--- config.mk ---
export PLATFORM = sky130hd
export DESIGN_NAME = apr_bank
export DESIGN_NICKNAME = d
export VERILOG_FILES = /design/src/shared/apr_pkg.sv /design/src/rtl/apr_bank.sv /design/src/rtl/apr_regfile.sv
export SDC_FILE = /design/constraint.sdc
export NUM_CORES = 1
export LEC_CHECK = 0
export BUFFER_PORTS_ARGS = -buffer_cell sky130_fd_sc_hd__clkbuf_2
export CAP_MARGIN = 10
export CORE_UTILIZATION = 64
export DETAILED_ROUTE_END_ITERATION = 8
export HOLD_SLACK_MARGIN = 0.15
export PLACE_DENSITY = 0.86
export SYNTH_ARGS = -nofsm -noshare
export SYNTH_HDL_FRONTEND = slang
export SYNTH_HIERARCHICAL = 1
export SYNTH_SLANG_ARGS = --single-unit
--- constraint.sdc ---
create_clock -name clk -period 9.05 [get_ports clk]
set_clock_uncertainty 0.05 [all_clocks]
set_input_delay 1.81 -clock clk [delete_from_list [all_inputs] [get_ports clk]]
set_output_delay 1.81 -clock clk [all_outputs]
set_load 0.005 [all_outputs]
--- src/shared/apr_pkg.sv ---
/*
 Program register bank constants: register addresses, field positions,
 reset values, test pattern codes and divider settings.
 Assumes a byte-wide serial control port with 8-bit addresses.
*/
`default_nettype none
package apr_pkg;
    localparam int         APR_AW            = 8;
    localparam int         APR_DW            = 8;
    localparam int         APR_SW            = 14;
    localparam logic [7:0] APR_ADDR_MODES    = 8'h08;
    localparam logic [7:0] APR_ADDR_CLKDIV   = 8'h0B;
    localparam logic [7:0] APR_ADDR_TEST     = 8'h0D;
    localparam logic [7:0] APR_ADDR_BIST     = 8'h0E;
    localparam logic [7:0] APR_ADDR_OFFSET   = 8'h10;
    localparam logic [7:0] APR_ADDR_COMMIT   = 8'hFF;
    localparam logic [7:0] APR_SHADOW_LO     = 8'h08;
    localparam logic [7:0] APR_SHADOW_HI     = 8'h18;
    localparam logic [7:0] APR_RST_VAL       = 8'h00;
    localparam int         APR_COMMIT_BIT    = 0;
    localparam int         APR_BIST_EN_BIT   = 0;
    localparam int         APR_CLKDIV_MSB    = 2;
    localparam int         APR_TEST_MSB      = 3;
    localparam logic [7:0] APR_BIST_MASK     = 8'h05;
    localparam logic [7:0] APR_CLKDIV_MASK   = 8'h07;
    localparam logic [13:0] APR_MID          = 14'h2000;
    localparam logic [13:0] APR_POS_FS       = 14'h3FFF;
    localparam logic [13:0] APR_NEG_FS       = 14'h0000;
    localparam logic [13:0] APR_CHECKER      = 14'h2AAA;
    localparam logic [13:0] APR_ONE_HIGH     = 14'h2000;
    localparam logic [13:0] APR_SYNC_WORD    = 14'h0001;
    localparam logic [22:0] APR_PN23_SEED    = 23'h7FFFFF;
    localparam logic [8:0]  APR_PN9_SEED     = 9'h1FF;
    typedef enum logic [3:0] {
        APR_TP_OFF     = 4'h0,
        APR_TP_MID     = 4'h1,
        APR_TP_POSFS   = 4'h2,
        APR_TP_NEGFS   = 4'h3,
        APR_TP_CHECK   = 4'h4,
        APR_TP_PNLONG  = 4'h5,
        APR_TP_PNSHORT = 4'h6,
        APR_TP_WTOG    = 4'h7,
        APR_TP_USER    = 4'h8,
        APR_TP_BTOG    = 4'h9,
        APR_TP_SYNC    = 4'hA,
        APR_TP_ONEBIT  = 4'hB
    } apr_tp_type;
endpackage : apr_pkg
`default_nettype wire

--- src/rtl/apr_bank.sv ---
/*
 Program register bank: shadowed mode, clock divide, test pattern,
 self-test and offset trim registers, with a transfer register that
 commits the shadows, plus the output pattern / offset datapath.
 Assumes the serial port decoder supplies single-cycle read and write
 strobes on clk, and converter samples arrive on clk.
*/
// What this block does
// - Setting transfer bit 0 copies every shadow register into the active set at once; it reads zero after reset.
// - Writes to 0x08..0x18 do not alter behaviour until 0x01 is written to the transfer register, which then clears itself.
// - The input clock is divided by the divide field plus one, and the field resets to zero.
// - A four-bit test field selects off, midscale, full scales, checkerboard, two PN sequences, toggles, user, sync or one-bit-high.
// - With any nonzero pattern selected, generated test words replace converted samples on the outputs.
// - The eight-bit trim is twos complement and adds +127 to -128 LSB to converted samples, not to test words, zero after reset.
`timescale 1ns/1ps
`default_nettype none
module apr_bank
    import apr_pkg::*;
(
    input  wire logic              clk,
    input  wire logic              sys_rst,
    input  wire logic              reg_wr,
    input  wire logic              reg_rd,
    input  wire logic [APR_AW-1:0] reg_addr,
    input  wire logic [APR_DW-1:0] reg_wdata,
    output var  logic [APR_DW-1:0] reg_rdata,
    input  wire logic [APR_SW-1:0] adc_sample,
    input  wire logic [APR_SW-1:0] user_pattern,
    output var  logic [APR_SW-1:0] data_out,
    output var  logic              clk_div_pulse,
    output var  logic [7:0]        modes_active,
    output var  logic              bist_start
);
    // maps a bank address onto a storage slot, 7 means none
    function automatic logic [2:0] slot_of(input logic [7:0] a);
        case (a)
            APR_ADDR_MODES:  slot_of = 3'd0;
            APR_ADDR_CLKDIV: slot_of = 3'd1;
            APR_ADDR_TEST:   slot_of = 3'd2;
            APR_ADDR_BIST:   slot_of = 3'd3;
            APR_ADDR_OFFSET: slot_of = 3'd4;
            default:         slot_of = 3'd7;
        endcase
    endfunction : slot_of

    logic [5*8-1:0] active;
    logic [7:0]     rf_rdata;
    logic           commit_q, commit_d;
    logic           rd_commit_q, rd_commit_d;
    logic [7:0]     wmask;
    logic           shadow_wr;
    logic [7:0]     clkdiv_act, test_act, bist_act, offs_act;
    logic           bist_en_q, bist_en_d;
    logic           bist_start_d;

    always_comb begin
        case (slot_of(reg_addr))
            3'd1:    wmask = APR_CLKDIV_MASK;
            3'd3:    wmask = APR_BIST_MASK;
            default: wmask = 8'hFF;
        endcase
        // only decoded shadow addresses in the window take writes
        shadow_wr = reg_wr && reg_addr >= APR_SHADOW_LO && reg_addr <= APR_SHADOW_HI
                    && slot_of(reg_addr) != 3'd7;
    end

    apr_regfile u_rf (
        .clk     (clk),
        .sys_rst (sys_rst),
        .wr_en   (shadow_wr),
        .wr_idx  (slot_of(reg_addr)),
        .wr_data (reg_wdata & wmask),
        .commit  (commit_q),
        .rd_idx  (slot_of(reg_addr)),
        .rd_data (rf_rdata),
        .active  (active)
    );

    assign modes_active = active[7:0];
    assign clkdiv_act   = active[15:8];
    assign test_act     = active[23:16];
    assign bist_act     = active[31:24];
    assign offs_act     = active[39:32];

    // transfer bit pulses one cycle then clears itself
    always_comb begin
        commit_d    = reg_wr && reg_addr == APR_ADDR_COMMIT
                      && reg_wdata[APR_COMMIT_BIT];
        rd_commit_d = reg_rd && reg_addr == APR_ADDR_COMMIT;
    end
    always_ff @(posedge clk or posedge sys_rst) begin
        if (sys_rst) begin
            commit_q    <= 1'b0;
            rd_commit_q <= 1'b0;
        end else begin
            commit_q    <= commit_d;
            rd_commit_q <= rd_commit_d;
        end
    end
    // transfer always reads back as zero since it autoclears
    assign reg_rdata = rd_commit_q ? APR_RST_VAL : rf_rdata;

    // clock divider: one pulse every field+1 clocks
    logic [2:0] div_cnt_q, div_cnt_d;
    logic       div_pulse_d;
    always_comb begin
        div_pulse_d = (div_cnt_q >= clkdiv_act[APR_CLKDIV_MSB:0]);
        div_cnt_d   = div_pulse_d ? 3'd0 : div_cnt_q + 3'd1;
    end
    always_ff @(posedge clk or posedge sys_rst) begin
        if (sys_rst) begin
            div_cnt_q     <= 3'd0;
            clk_div_pulse <= 1'b0;
        end else begin
            div_cnt_q     <= div_cnt_d;
            clk_div_pulse <= div_pulse_d;
        end
    end

    // self-test start: rising edge of the active enable bit
    // edge, not level, so a repeated transfer does not restart it
    always_comb begin
        bist_en_d    = bist_act[APR_BIST_EN_BIT];
        bist_start_d = bist_en_d && !bist_en_q;
    end
    always_ff @(posedge clk or posedge sys_rst) begin
        if (sys_rst) begin
            bist_en_q  <= 1'b0;
            bist_start <= 1'b0;
        end else begin
            bist_en_q  <= bist_en_d;
            bist_start <= bist_start_d;
        end
    end

    // pattern generators; PN lfsrs free-run so sequences keep going
    logic [22:0] pn23_q, pn23_d;
    logic [8:0]  pn9_q, pn9_d;
    logic        tog_q, tog_d;
    logic [APR_SW-1:0] pat, samp_trim, out_d;
    logic signed [APR_SW+1:0] sum;
    always_comb begin
        pn23_d = {pn23_q[21:0], pn23_q[22] ^ pn23_q[17]};
        pn9_d  = {pn9_q[7:0], pn9_q[8] ^ pn9_q[4]};
        tog_d  = !tog_q;
        case (apr_tp_type'(test_act[APR_TEST_MSB:0]))
            APR_TP_MID:     pat = APR_MID;
            APR_TP_POSFS:   pat = APR_POS_FS;
            APR_TP_NEGFS:   pat = APR_NEG_FS;
            APR_TP_CHECK:   pat = tog_q ? ~APR_CHECKER : APR_CHECKER;
            APR_TP_PNLONG:  pat = pn23_q[APR_SW-1:0];
            APR_TP_PNSHORT: pat = {pn9_q, pn9_q[4:0]};
            APR_TP_WTOG:    pat = tog_q ? APR_POS_FS : APR_NEG_FS;
            APR_TP_USER:    pat = user_pattern;
            APR_TP_BTOG:    pat = tog_q ? APR_CHECKER : ~APR_CHECKER;
            APR_TP_SYNC:    pat = APR_SYNC_WORD;
            APR_TP_ONEBIT:  pat = APR_ONE_HIGH;
            default:        pat = APR_NEG_FS;
        endcase
        // twos complement trim, saturated to the code range
        sum = $signed({2'b00, adc_sample}) + $signed({{8{offs_act[7]}}, offs_act});
        if (sum < 0) begin
            samp_trim = APR_NEG_FS;
        end else if (sum > $signed({2'b00, APR_POS_FS})) begin
            samp_trim = APR_POS_FS;
        end else begin
            samp_trim = sum[APR_SW-1:0];
        end
        out_d = (test_act[APR_TEST_MSB:0] != 4'h0) ? pat : samp_trim;
    end
    always_ff @(posedge clk or posedge sys_rst) begin
        if (sys_rst) begin
            pn23_q   <= APR_PN23_SEED;
            pn9_q    <= APR_PN9_SEED;
            tog_q    <= 1'b0;
            data_out <= APR_NEG_FS;
        end else begin
            pn23_q   <= pn23_d;
            pn9_q    <= pn9_d;
            tog_q    <= tog_d;
            data_out <= out_d;
        end
    end

    a_commit_copies: assert property (@(posedge clk) disable iff (sys_rst)
        commit_q |=> active == {$past(u_rf.shadow_q[4]), $past(u_rf.shadow_q[3]),
                                $past(u_rf.shadow_q[2]), $past(u_rf.shadow_q[1]),
                                $past(u_rf.shadow_q[0])})
        else $error("commit did not copy");
    a_hold_no_commit: assert property (@(posedge clk) disable iff (sys_rst)
        !commit_q |=> $stable(active))
        else $error("active changed without transfer");
    a_commit_clears: assert property (@(posedge clk) disable iff (sys_rst)
        commit_q && !(reg_wr && reg_addr == APR_ADDR_COMMIT) |=> !commit_q)
        else $error("transfer did not clear");
    a_rd_transfer: assert property (@(posedge clk) disable iff (sys_rst)
        reg_rd && reg_addr == APR_ADDR_COMMIT |=> reg_rdata == APR_RST_VAL)
        else $error("transfer register read nonzero");
    a_div_one: assert property (@(posedge clk) disable iff (sys_rst)
        clkdiv_act[2:0] == 3'd0 |=> clk_div_pulse)
        else $error("divide by one missed a pulse");
    a_div_period: assert property (@(posedge clk) disable iff (sys_rst)
        clkdiv_act == 8'h00 && $past(clkdiv_act) == 8'h00 |-> div_cnt_q == 3'd0)
        else $error("divide by one not held");
    a_test_out: assert property (@(posedge clk) disable iff (sys_rst)
        test_act[3:0] == 4'h2 ##1 $stable(test_act) |-> data_out == APR_POS_FS)
        else $error("test word not driven");
    a_trim_zero: assert property (@(posedge clk) disable iff (sys_rst)
        test_act == 8'h00 && offs_act == 8'h00 |=> data_out == $past(adc_sample))
        else $error("zero trim altered sample");
    a_mid_code: assert property (@(posedge clk) disable iff (sys_rst)
        test_act[3:0] == 4'h1 |=> data_out == APR_MID || $changed(test_act))
        else $error("midscale pattern wrong");
    a_bist_pulse: assert property (@(posedge clk) disable iff (sys_rst)
        bist_start |=> !bist_start)
        else $error("self-test start not a pulse");
    c_commit: cover property (@(posedge clk) disable iff (sys_rst) commit_q);
    c_pattern: cover property (@(posedge clk) disable iff (sys_rst) test_act[3:0] == 4'h5);
    c_divide: cover property (@(posedge clk) disable iff (sys_rst) clkdiv_act[2:0] == 3'd3);
    c_bist: cover property (@(posedge clk) disable iff (sys_rst) bist_start);
    c_reserved: cover property (@(posedge clk) disable iff (sys_rst) test_act[3:0] == 4'hC);
endmodule : apr_bank
`default_nettype wire

--- src/rtl/apr_regfile.sv ---
/*
 Shadow and active register pair store for the five program registers.
 Assumes write strobes come from the same clock domain as clk.
*/
`timescale 1ns/1ps
`default_nettype none
module apr_regfile
    import apr_pkg::*;
(
    input  wire logic             clk,
    input  wire logic             sys_rst,
    input  wire logic             wr_en,
    input  wire logic [2:0]       wr_idx,
    input  wire logic [7:0]       wr_data,
    input  wire logic             commit,
    input  wire logic [2:0]       rd_idx,
    output var  logic [7:0]       rd_data,
    output var  logic [5*8-1:0]   active
);
    logic [7:0] shadow_q [5];
    logic [7:0] shadow_d [5];
    logic [7:0] active_q [5];
    logic [7:0] active_d [5];
    logic [7:0] rd_d;

    genvar g;
    generate
        for (g = 0; g < 5; g++) begin : g_reg
            always_comb begin
                shadow_d[g] = shadow_q[g];
                if (wr_en && wr_idx == 3'(g)) begin
                    shadow_d[g] = wr_data;
                end
                // one edge moves all five at once
                active_d[g] = commit ? shadow_q[g] : active_q[g];
            end
            always_ff @(posedge clk or posedge sys_rst) begin
                if (sys_rst) begin
                    shadow_q[g] <= APR_RST_VAL;
                    active_q[g] <= APR_RST_VAL;
                end else begin
                    shadow_q[g] <= shadow_d[g];
                    active_q[g] <= active_d[g];
                end
            end
            assign active[g*8 +: 8] = active_q[g];
        end
    endgenerate

    always_comb begin
        rd_d = (rd_idx < 3'd5) ? shadow_q[rd_idx] : APR_RST_VAL;
    end
    always_ff @(posedge clk or posedge sys_rst) begin
        if (sys_rst) begin
            rd_data <= APR_RST_VAL;
        end else begin
            rd_data <= rd_d;
        end
    end
endmodule : apr_regfile
`default_nettype wire

==> out/results.tsv, run 1 <==
metric	value	unit
placed cell areas	6890	µm²
sw power	0.273	mW
Comb power frac	4.2	%
clk sinks	127	
Placement Setup Slack	4.79	ns
P_int	1.08	mW
WP data required	9.40	ns
area added between synthesis and finish	17.2	%
layout cells sized above 1	36.4	%
fill count	591	
sequential share of power	42.3	%
crit end category	register	
crit path buf inv count	1	
Startpoint Class	input port	
final hold vios	0	
initial antenna violation count	0	
CP Cell Sequence	clkbuf_2 -> xor2_1 -> xnor2_1 -> a21oi_1 -> nor3b_1 -> nand2_1 -> nor3_2 -> mux2_2	
Via Count	4718	
slowest CP cell	nor3_2	
Tcrit/Tclk final	41.7	%
post_cts resized	0	
first-pass GRT wire length	23500	µm
syn_area_per_cell	11.5	µm²
delay-heaviest family, CP	simple AND/OR/NAND/NOR gates	
Worst-path clk slew	0.06	ns
synthesized area	6430	µm²
cts bufs inserted	17	
chip height	102	µm
drt drc	0	
initial core utilization	65.8	%
worst hold path type	register to register	
maxcap violations	0	
setup TNS	0	ns
core area	9770	µm²
worst hold slack	0.305	ns
DP HPWL	10100	µm
Overall Global Routing Usage	30.5	%
VDD IR max	0.169	mV
# rows	36	
Max Fclk	0.265	GHz
Clk Latency, worst-skew pair	0.52	ns
PwrDens	180	nW/µm²
setup repair bufs after CTS	0	
outcome	complete, no violations	
RSZ-0062 raised after global routing	false	
drt initial violations	247	
syn nets	628	
Final GP Congestion	0.924	
slew margin rel.	34.0	%
gr ovfl total	0	
drt total wl	14600	µm
final setup vio count	0	
Lkg Pwr	3.63	nW
Tmin final	3.77	ns
via count of the first global-routing pass	4681	
Longest Clk Path Bufs	2	
CTS tree	yes	
Syn Inst Count	560	
WL/cell	18.7	µm
net count reported at finish	704	
n_diodes	0	
Worst-Margin Slew	0.990	ns
Synth warnings	6	
CTS root buffer	clkbuf_8	
fin area	7540	µm²
io pins	80	
antenna-violating nets left	0	
Worst EP arrival	4.12	ns
H-tree levels	4	
I/O Buffers	79	
drt pass-1 iters	5	
die width	102	µm
clock share of power	53.5	%
total power	1.36	mW
CP Max Fanout	8	
vias per std cell	6.03	
crit-path max cell delay	0.54	ns
final worst slack	5.28	ns
Slew Viols, Final	0	
largest net degree at the start of global routing	73	
Sw Ratio	20.1	%
hold buffer count at CTS	0	
die area	10500	µm²
Crit Path Category	input port to register	
-- final cells by class --
| type | count | area (µm²) | area share (%) |
|---|---|---|---|
| Sequential cell | 127 | 3220 | 42.7 |
| Multi-Input combinational cell | 393 | 3030 | 40.2 |
| Clock buffer | 22 | 453 | 6.00 |
| Timing Repair Buffer | 83 | 438 | 5.80 |
| Clock inverter | 10 | 184 | 2.44 |
| Tap cell | 133 | 166 | 2.21 |
| Inverter | 14 | 52.6 | 0.697 |
-- worst register-to-register path, delay by kind of cell, from the launching register on --
family	cells	cell delay, ns
simple gates	2	0.97
compound gates	4	0.89
flops	1	0.66
fa+ha+maj	1	0.40
-- through the flow --
stage	cells	util (%)
after floorplan	560	-
after global placement	749	70.5
after detailed placement	749	70.5
after CTS	781	77.0
after global routing	782	77.2
final	782	77.2
-- final timing paths --
| kind | startpoint | end | slack, ns | cells after the start |
|---|---|---|---|---|
| hold / removal | pn23_q[19] | pn23_q[20] | 0.30 | 0 |
| max in group asynchronous | sys_rst | u_rf/active[8] | 6.85 | 3 |
| hold reg to reg | pn23_q[19] | pn23_q[20] | 0.30 | 0 |
| min in group asynchronous | sys_rst | commit_q | 1.28 | 2 |
| setup / recovery | reg_addr[0] | u_rf/shadow_q[4] | 5.28 | 8 |
| setup reg to reg | u_rf/active[39] | data_out[2] | 6.00 | 7 |
-- power groups by stage --
| stage | clock network [mW] | logic, mW | registers [mW] |
|---|---|---|---|
| 6_report | 0.726 | 0.0567 | 0.573 |
| 4_1_cts | 0.733 | 0.0558 | 0.574 |
| 2_1_floorplan | 0 | 0.0302 | 0.583 |
| 3_3_place_gp | 0 | 0.0529 | 0.583 |
| 3_5_place_dp | 0 | 0.0554 | 0.583 |
| 5_1_grt | 0.762 | 0.0633 | 0.574 |
-- sequential cells by signal (all words and copies together) (netlist names), 3 cells and up --
signal and flops:
u_rf/shadow_q 40, u_rf/active 24, pn23_q 23, data_out 14
pn9_q 9, u_rf/rd_data 8, div_cnt_q 3
-- metal layers --
metal / wire (µm) / global-route usage, % / vias up
met5: 0 / 0 / -
met4: 544 / 15.6 / 0
met3: 839 / 7.80 / 45
met2: 7360 / 50.9 / 192
met1: 5850 / 36.9 / 2271
li1: - / - / 2210
-- placed cells by master, fill, tap and decap left out, types with 3 or more instances in the layout --
cell type and n:
dfrtp_1 95, clkbuf_2 79, mux2_2 74, nand2_1 37, dfstp_2 32, nor2_1 24, nor2b_1 22, a21oi_1 19
ha_1 19, clkbuf_16 16, o21ai_0 14, nand4_1 14, inv_1 12, nor3_1 12, nand2b_1 9, a31oi_1 9
xnor2_1 9, a21o_1 9, o211ai_1 8, and2_1 8, a211oi_1 7, nand3_1 7, mux2i_1 7, o31ai_1 7
or3_1 6, nand3b_1 6, a32oi_1 6, bufinv_16 5, xor2_1 4, o21a_1 4, nor4_1 4, and3_1 3
o21ai_1 3, a22oi_1 3, clkbuf_8 3, clkbuf_1 3, buf_4 3
Note: power is estimated with default switching activity, not from simulation.
==> inputs of run 2 (changes only) <==
Settings changed: ABC_AREA set to 1, CORE_UTILIZATION 64 to 59, PLACE_DENSITY 0.86 to 0.8.
Clock period 9.05 ns to 3.9 ns, I/O delays scaled along.
==> out/results.tsv, run 2 <==
metric	value	unit
outcome	complete, no violations	
area added between synthesis and finish	15.0	%
antenna-violating nets left	0	
slew margin rel.	37.7	%
Slew Viols, Final	0	
Via Count	5481	
via count of the first global-routing pass	5357	
placed cell areas	6960	µm²
Synth warnings	6	
chip height	107	µm
drt pass-1 iters	6	
setup TNS	0	ns
# rows	38	
syn nets	856	
drt total wl	15300	µm
VDD IR max	0.313	mV
Crit Path Category	input port to register	
Longest Clk Path Bufs	2	
vias per std cell	5.36	
cts bufs inserted	17	
initial core utilization	60.3	%
Largest register FFs	40	
WP data required	4.26	ns
PwrDens	394	nW/µm²
io pins	80	
H-tree levels	4	
Tmin final	2.68	ns
FF-to-FF End	data_out[6]	
n_diodes	0	
area of the multi-input gates	2710	µm²
synthesized area	6540	µm²
gr ovfl total	0	
most common cell after layout, fill and taps aside	nand2_1	
Overall Global Routing Usage	29.1	%
drt drc	0	
syn_area_per_cell	8.30	µm²
Startpoint Class	input port	
largest net degree at the start of global routing	56	
CP Max Fanout	16	
RSZ-0062 raised after global routing	false	
worst hold path type	input port to async pin	
core area	10800	µm²
die area	11500	µm²
Lkg Pwr	4.01	nW
fill count	854	
most frequent cells in the layout	nand2_1, inv_1, dfrtp_1	
net count reported at finish	937	
WL/cell	14.9	µm
initial antenna violation count	0	
Tcrit/Tclk final	68.7	%
I/O Buffers	79	
Worst EP arrival	3.04	ns
depth of the worst register-to-register path	8	
post_cts resized	0	
die width	107	µm
clk sinks	127	
fin area	7520	µm²
FF/Latch Area	3220	µm²
Max Fclk	0.373	GHz
final hold vios	0	
maxcap violations	0	
Worst-path clk slew	0.06	ns
Clk Latency, worst-skew pair	0.53	ns
CTS tree	yes	
DP HPWL	11300	µm
first-pass GRT wire length	25200	µm
total power	2.96	mW
Final GP Congestion	0.902	
Biggest register	u_rf/shadow_q	
Worst-Margin Slew	0.934	ns
final setup vio count	0	
crit end category	register	
drt initial violations	295	
Crit. Startpoint	reg_addr[7]	
layout cells sized above 1	22.1	%
setup repair bufs after CTS	0	
CTS root buffer	clkbuf_8	
Critical R2R Launch	u_rf/active[39]	
Syn Inst Count	788	
hold buffer count at CTS	0	
Worst R2R Setup Slack	1.54	ns
## run 2: routing by layer
metal	part of all wire (%)	wire length, µm	global-route usage, %
met1	42	6430	35.1
met3	4.9	747	6.78
met2	50	7680	50.2
met5	0	0	0
met4	2.5	388	11.7
## run 2: where the power goes
| part | switching (mW) | internal (mW) |
|---|---|---|
| logic | 0.143 | 0.0836 |
| clock network | 0.540 | 0.826 |
| registers | 0.0158 | 1.35 |
## run 2: layout make-up
type,instances,share of cell area (%)
clock buffer,26,6.36
timing repair buffer,84,6.19
multi-input combinational,521,36.0
clock inverter,6,0.466
sequential,127,42.8
inverter,118,5.89
tap,140,2.33
## run 2: per-stage QoR
step	hold WS, ns	cells	util (%)	setup slack (ns)
floorplan	0.295	788	-	1.25
global route	0.209	1022	69.4	0.962
detailed placement	0.297	988	64.2	0.725
finish	0.196	1022	69.4	1.22
global placement	0.298	988	64.2	0.894
CTS	0.306	1020	68.9	1.28
## run 2: worst max-delay path by stage
stage,end,slack [ns],cells past startpoint
after floorplan,u_rf/active[0],1.25,1
after global placement,u_rf/shadow_q[0],0.89,10
after detailed placement,u_rf/shadow_q[4],0.72,10
after CTS,u_rf/shadow_q[4],1.28,10
after global routing,u_rf/shadow_q[7],0.96,10
final,u_rf/shadow_q[4],1.22,10
## run 2: worst max-delay path, stage by stage
cell and delay (ns):
clkbuf_2 0.09, nor3_1 0.31, nand2_1 0.17, nor4_1 0.27, nand3b_1 0.21, nand2_1 0.38
nor2_2 0.29, nand3_2 0.29, nand2_1 0.17, o21ai_1 0.07
==> inputs of run 3 (changes only) <==
Clock period 3.9 ns to 2.5 ns, I/O delays scaled along.
==> out/results.tsv, run 3 (synthesized netlist as in run 2, its figures left out) <==
metric	value	unit
drt drc	0	
depth of the worst register-to-register path	8	
drt total wl	15000	µm
Clk Latency, worst-skew pair	0.53	ns
final hold vios	0	
WP data required	2.91	ns
placed cell areas	7100	µm²
Cells after DPL	1004	
io pins	80	
I/O Buffers	79	
Worst-Margin Slew	0.847	ns
RSZ-0062 raised after global routing	false	
chip height	107	µm
maxcap violations	0	
most frequent cells in the layout	nand2_1, inv_1, dfrtp_1	
fill count	798	
net count reported at finish	956	
n_diodes	0	
vias per std cell	5.30	
die width	107	µm
PwrDens	629	nW/µm²
final setup vio count	0	
setup repair bufs after CTS	0	
area added between synthesis and finish	18.3	%
CP Max Fanout	14	
Biggest register	u_rf/shadow_q	
fin area	7730	µm²
Max Fclk	0.445	GHz
crit end category	register	
Tmin final	2.25	ns
drt initial violations	415	
gr ovfl total	0	
fin cells	1041	
Longest Clk Path Bufs	2	
outcome	complete, no violations	
core area	10800	µm²
Crit Path Category	register to register	
DP HPWL	11000	µm
Slew Viols, Final	0	
die area	11500	µm²
Final GP Congestion	0.936	
Tcrit/Tclk final	90.0	%
most common cell after layout, fill and taps aside	nand2_1	
initial core utilization	60.3	%
total power	4.87	mW
# rows	38	
Worst-path clk slew	0.06	ns
Overall Global Routing Usage	29.0	%
Worst EP arrival	2.66	ns
H-tree levels	4	
initial antenna violation count	0	
antenna-violating nets left	0	
setup TNS	0	ns
layout cells sized above 1	24.0	%
Largest register FFs	40	
Startpoint Class	register	
largest net degree at the start of global routing	73	
Via Count	5513	
depth of the worst hold-timing path	5	
VDD IR max	0.448	mV
CTS root buffer	clkbuf_8	
first-pass GRT wire length	25300	µm
slew margin rel.	43.6	%
clk sinks	127	
CTS tree	yes	
cts bufs inserted	17	
drt pass-1 iters	6	
Lkg Pwr	4.12	nW
WL/cell	14.5	µm
worst hold path type	input port to register	
via count of the first global-routing pass	5429	
## run 3: cell count changes in the layout (fill, tap and decap cells not counted), sizes merged
| cell | previous run | this run |
|---|---|---|
| buf | 5 | 19 |
| clkinvlp | 2 | 4 |
| clkinv | 5 | 6 |
| dlygate4sd3 | 0 | 5 |
| inv | 117 | 119 |
| bufinv | 0 | 2 |
| clkbuf | 105 | 98 |
## run 3: final cells by class
class / instances / area, µm² / area share, %
Inverter: 118 / 443 / 5.73
Tap cell: 140 / 175 / 2.27
Sequential cell: 127 / 3220 / 41.6
Clock buffer: 19 / 442 / 5.71
Timing Repair Buffer: 103 / 613 / 7.93
Clock inverter: 13 / 136 / 1.76
Multi-Input combinational cell: 521 / 2710 / 35.0
## run 3: per-layer routing
layer | share of wire [%] | global-route usage, % | up-vias
met1 | 41 | 35.2 | 2598
met5 | 0 | 0 | -
met2 | 50 | 49.1 | 191
li1 | - | - | 2675
met4 | 2.9 | 12.9 | 0
met3 | 5.7 | 6.96 | 49
## run 3: worst paths after layout
kind	start	to	slack (ns)
min in group asynchronous	sys_rst	u_rf/active[9]	0.57
setup / recovery	u_rf/active[39]	data_out[4]	0.25
max in group asynchronous	sys_rst	data_out[8]	1.29
setup reg to reg	u_rf/active[39]	data_out[4]	0.25
hold reg to reg	pn23_q[14]	pn23_q[15]	0.31
hold / removal	user_pattern[7]	data_out[7]	0.25
## run 3: worst max-delay path, stage by stage (launching register included)
cell and delay [ns]:
dfrtp_2 0.49, ha_1 0.38, a21oi_1 0.23, nand2_1 0.15, a21oi_4 0.19, nand3_2 0.15, a21oi_4 0.34, nand2_1 0.11
nand2_1 0.09
## run 3: metrics by stage
step / worst slack, ns / util (%) / hold slack, ns
4_1_cts: 0.210 / 71.3 / 0.238
6_report: 0.251 / 71.3 / 0.254
5_1_grt: 0.0207 / 71.3 / 0.253
3_5_place_dp: -0.119 / 65.5 / 0.297
2_1_floorplan: 0.125 / - / 0.295
3_3_place_gp: 0.0471 / 65.5 / 0.297
## run 3: what timing repair did
item | 4_1_cts | 5_1_grt
setup endpoints to repair | 0 | 14
hold buffers | 5 | 0
resized for setup | 0 | 1
endpoints found under the hold margin | 98 | 0
## run 3: power by group
group | total (mW) | leakage, nW | internal (mW) | switching (mW)
logic | 0.363 | 2.23 | 0.138 | 0.225
clock network | 2.37 | 0.276 | 1.47 | 0.900
registers | 2.13 | 1.61 | 2.11 | 0.0224
total | 4.87 | 4.12 | 3.72 | 1.15
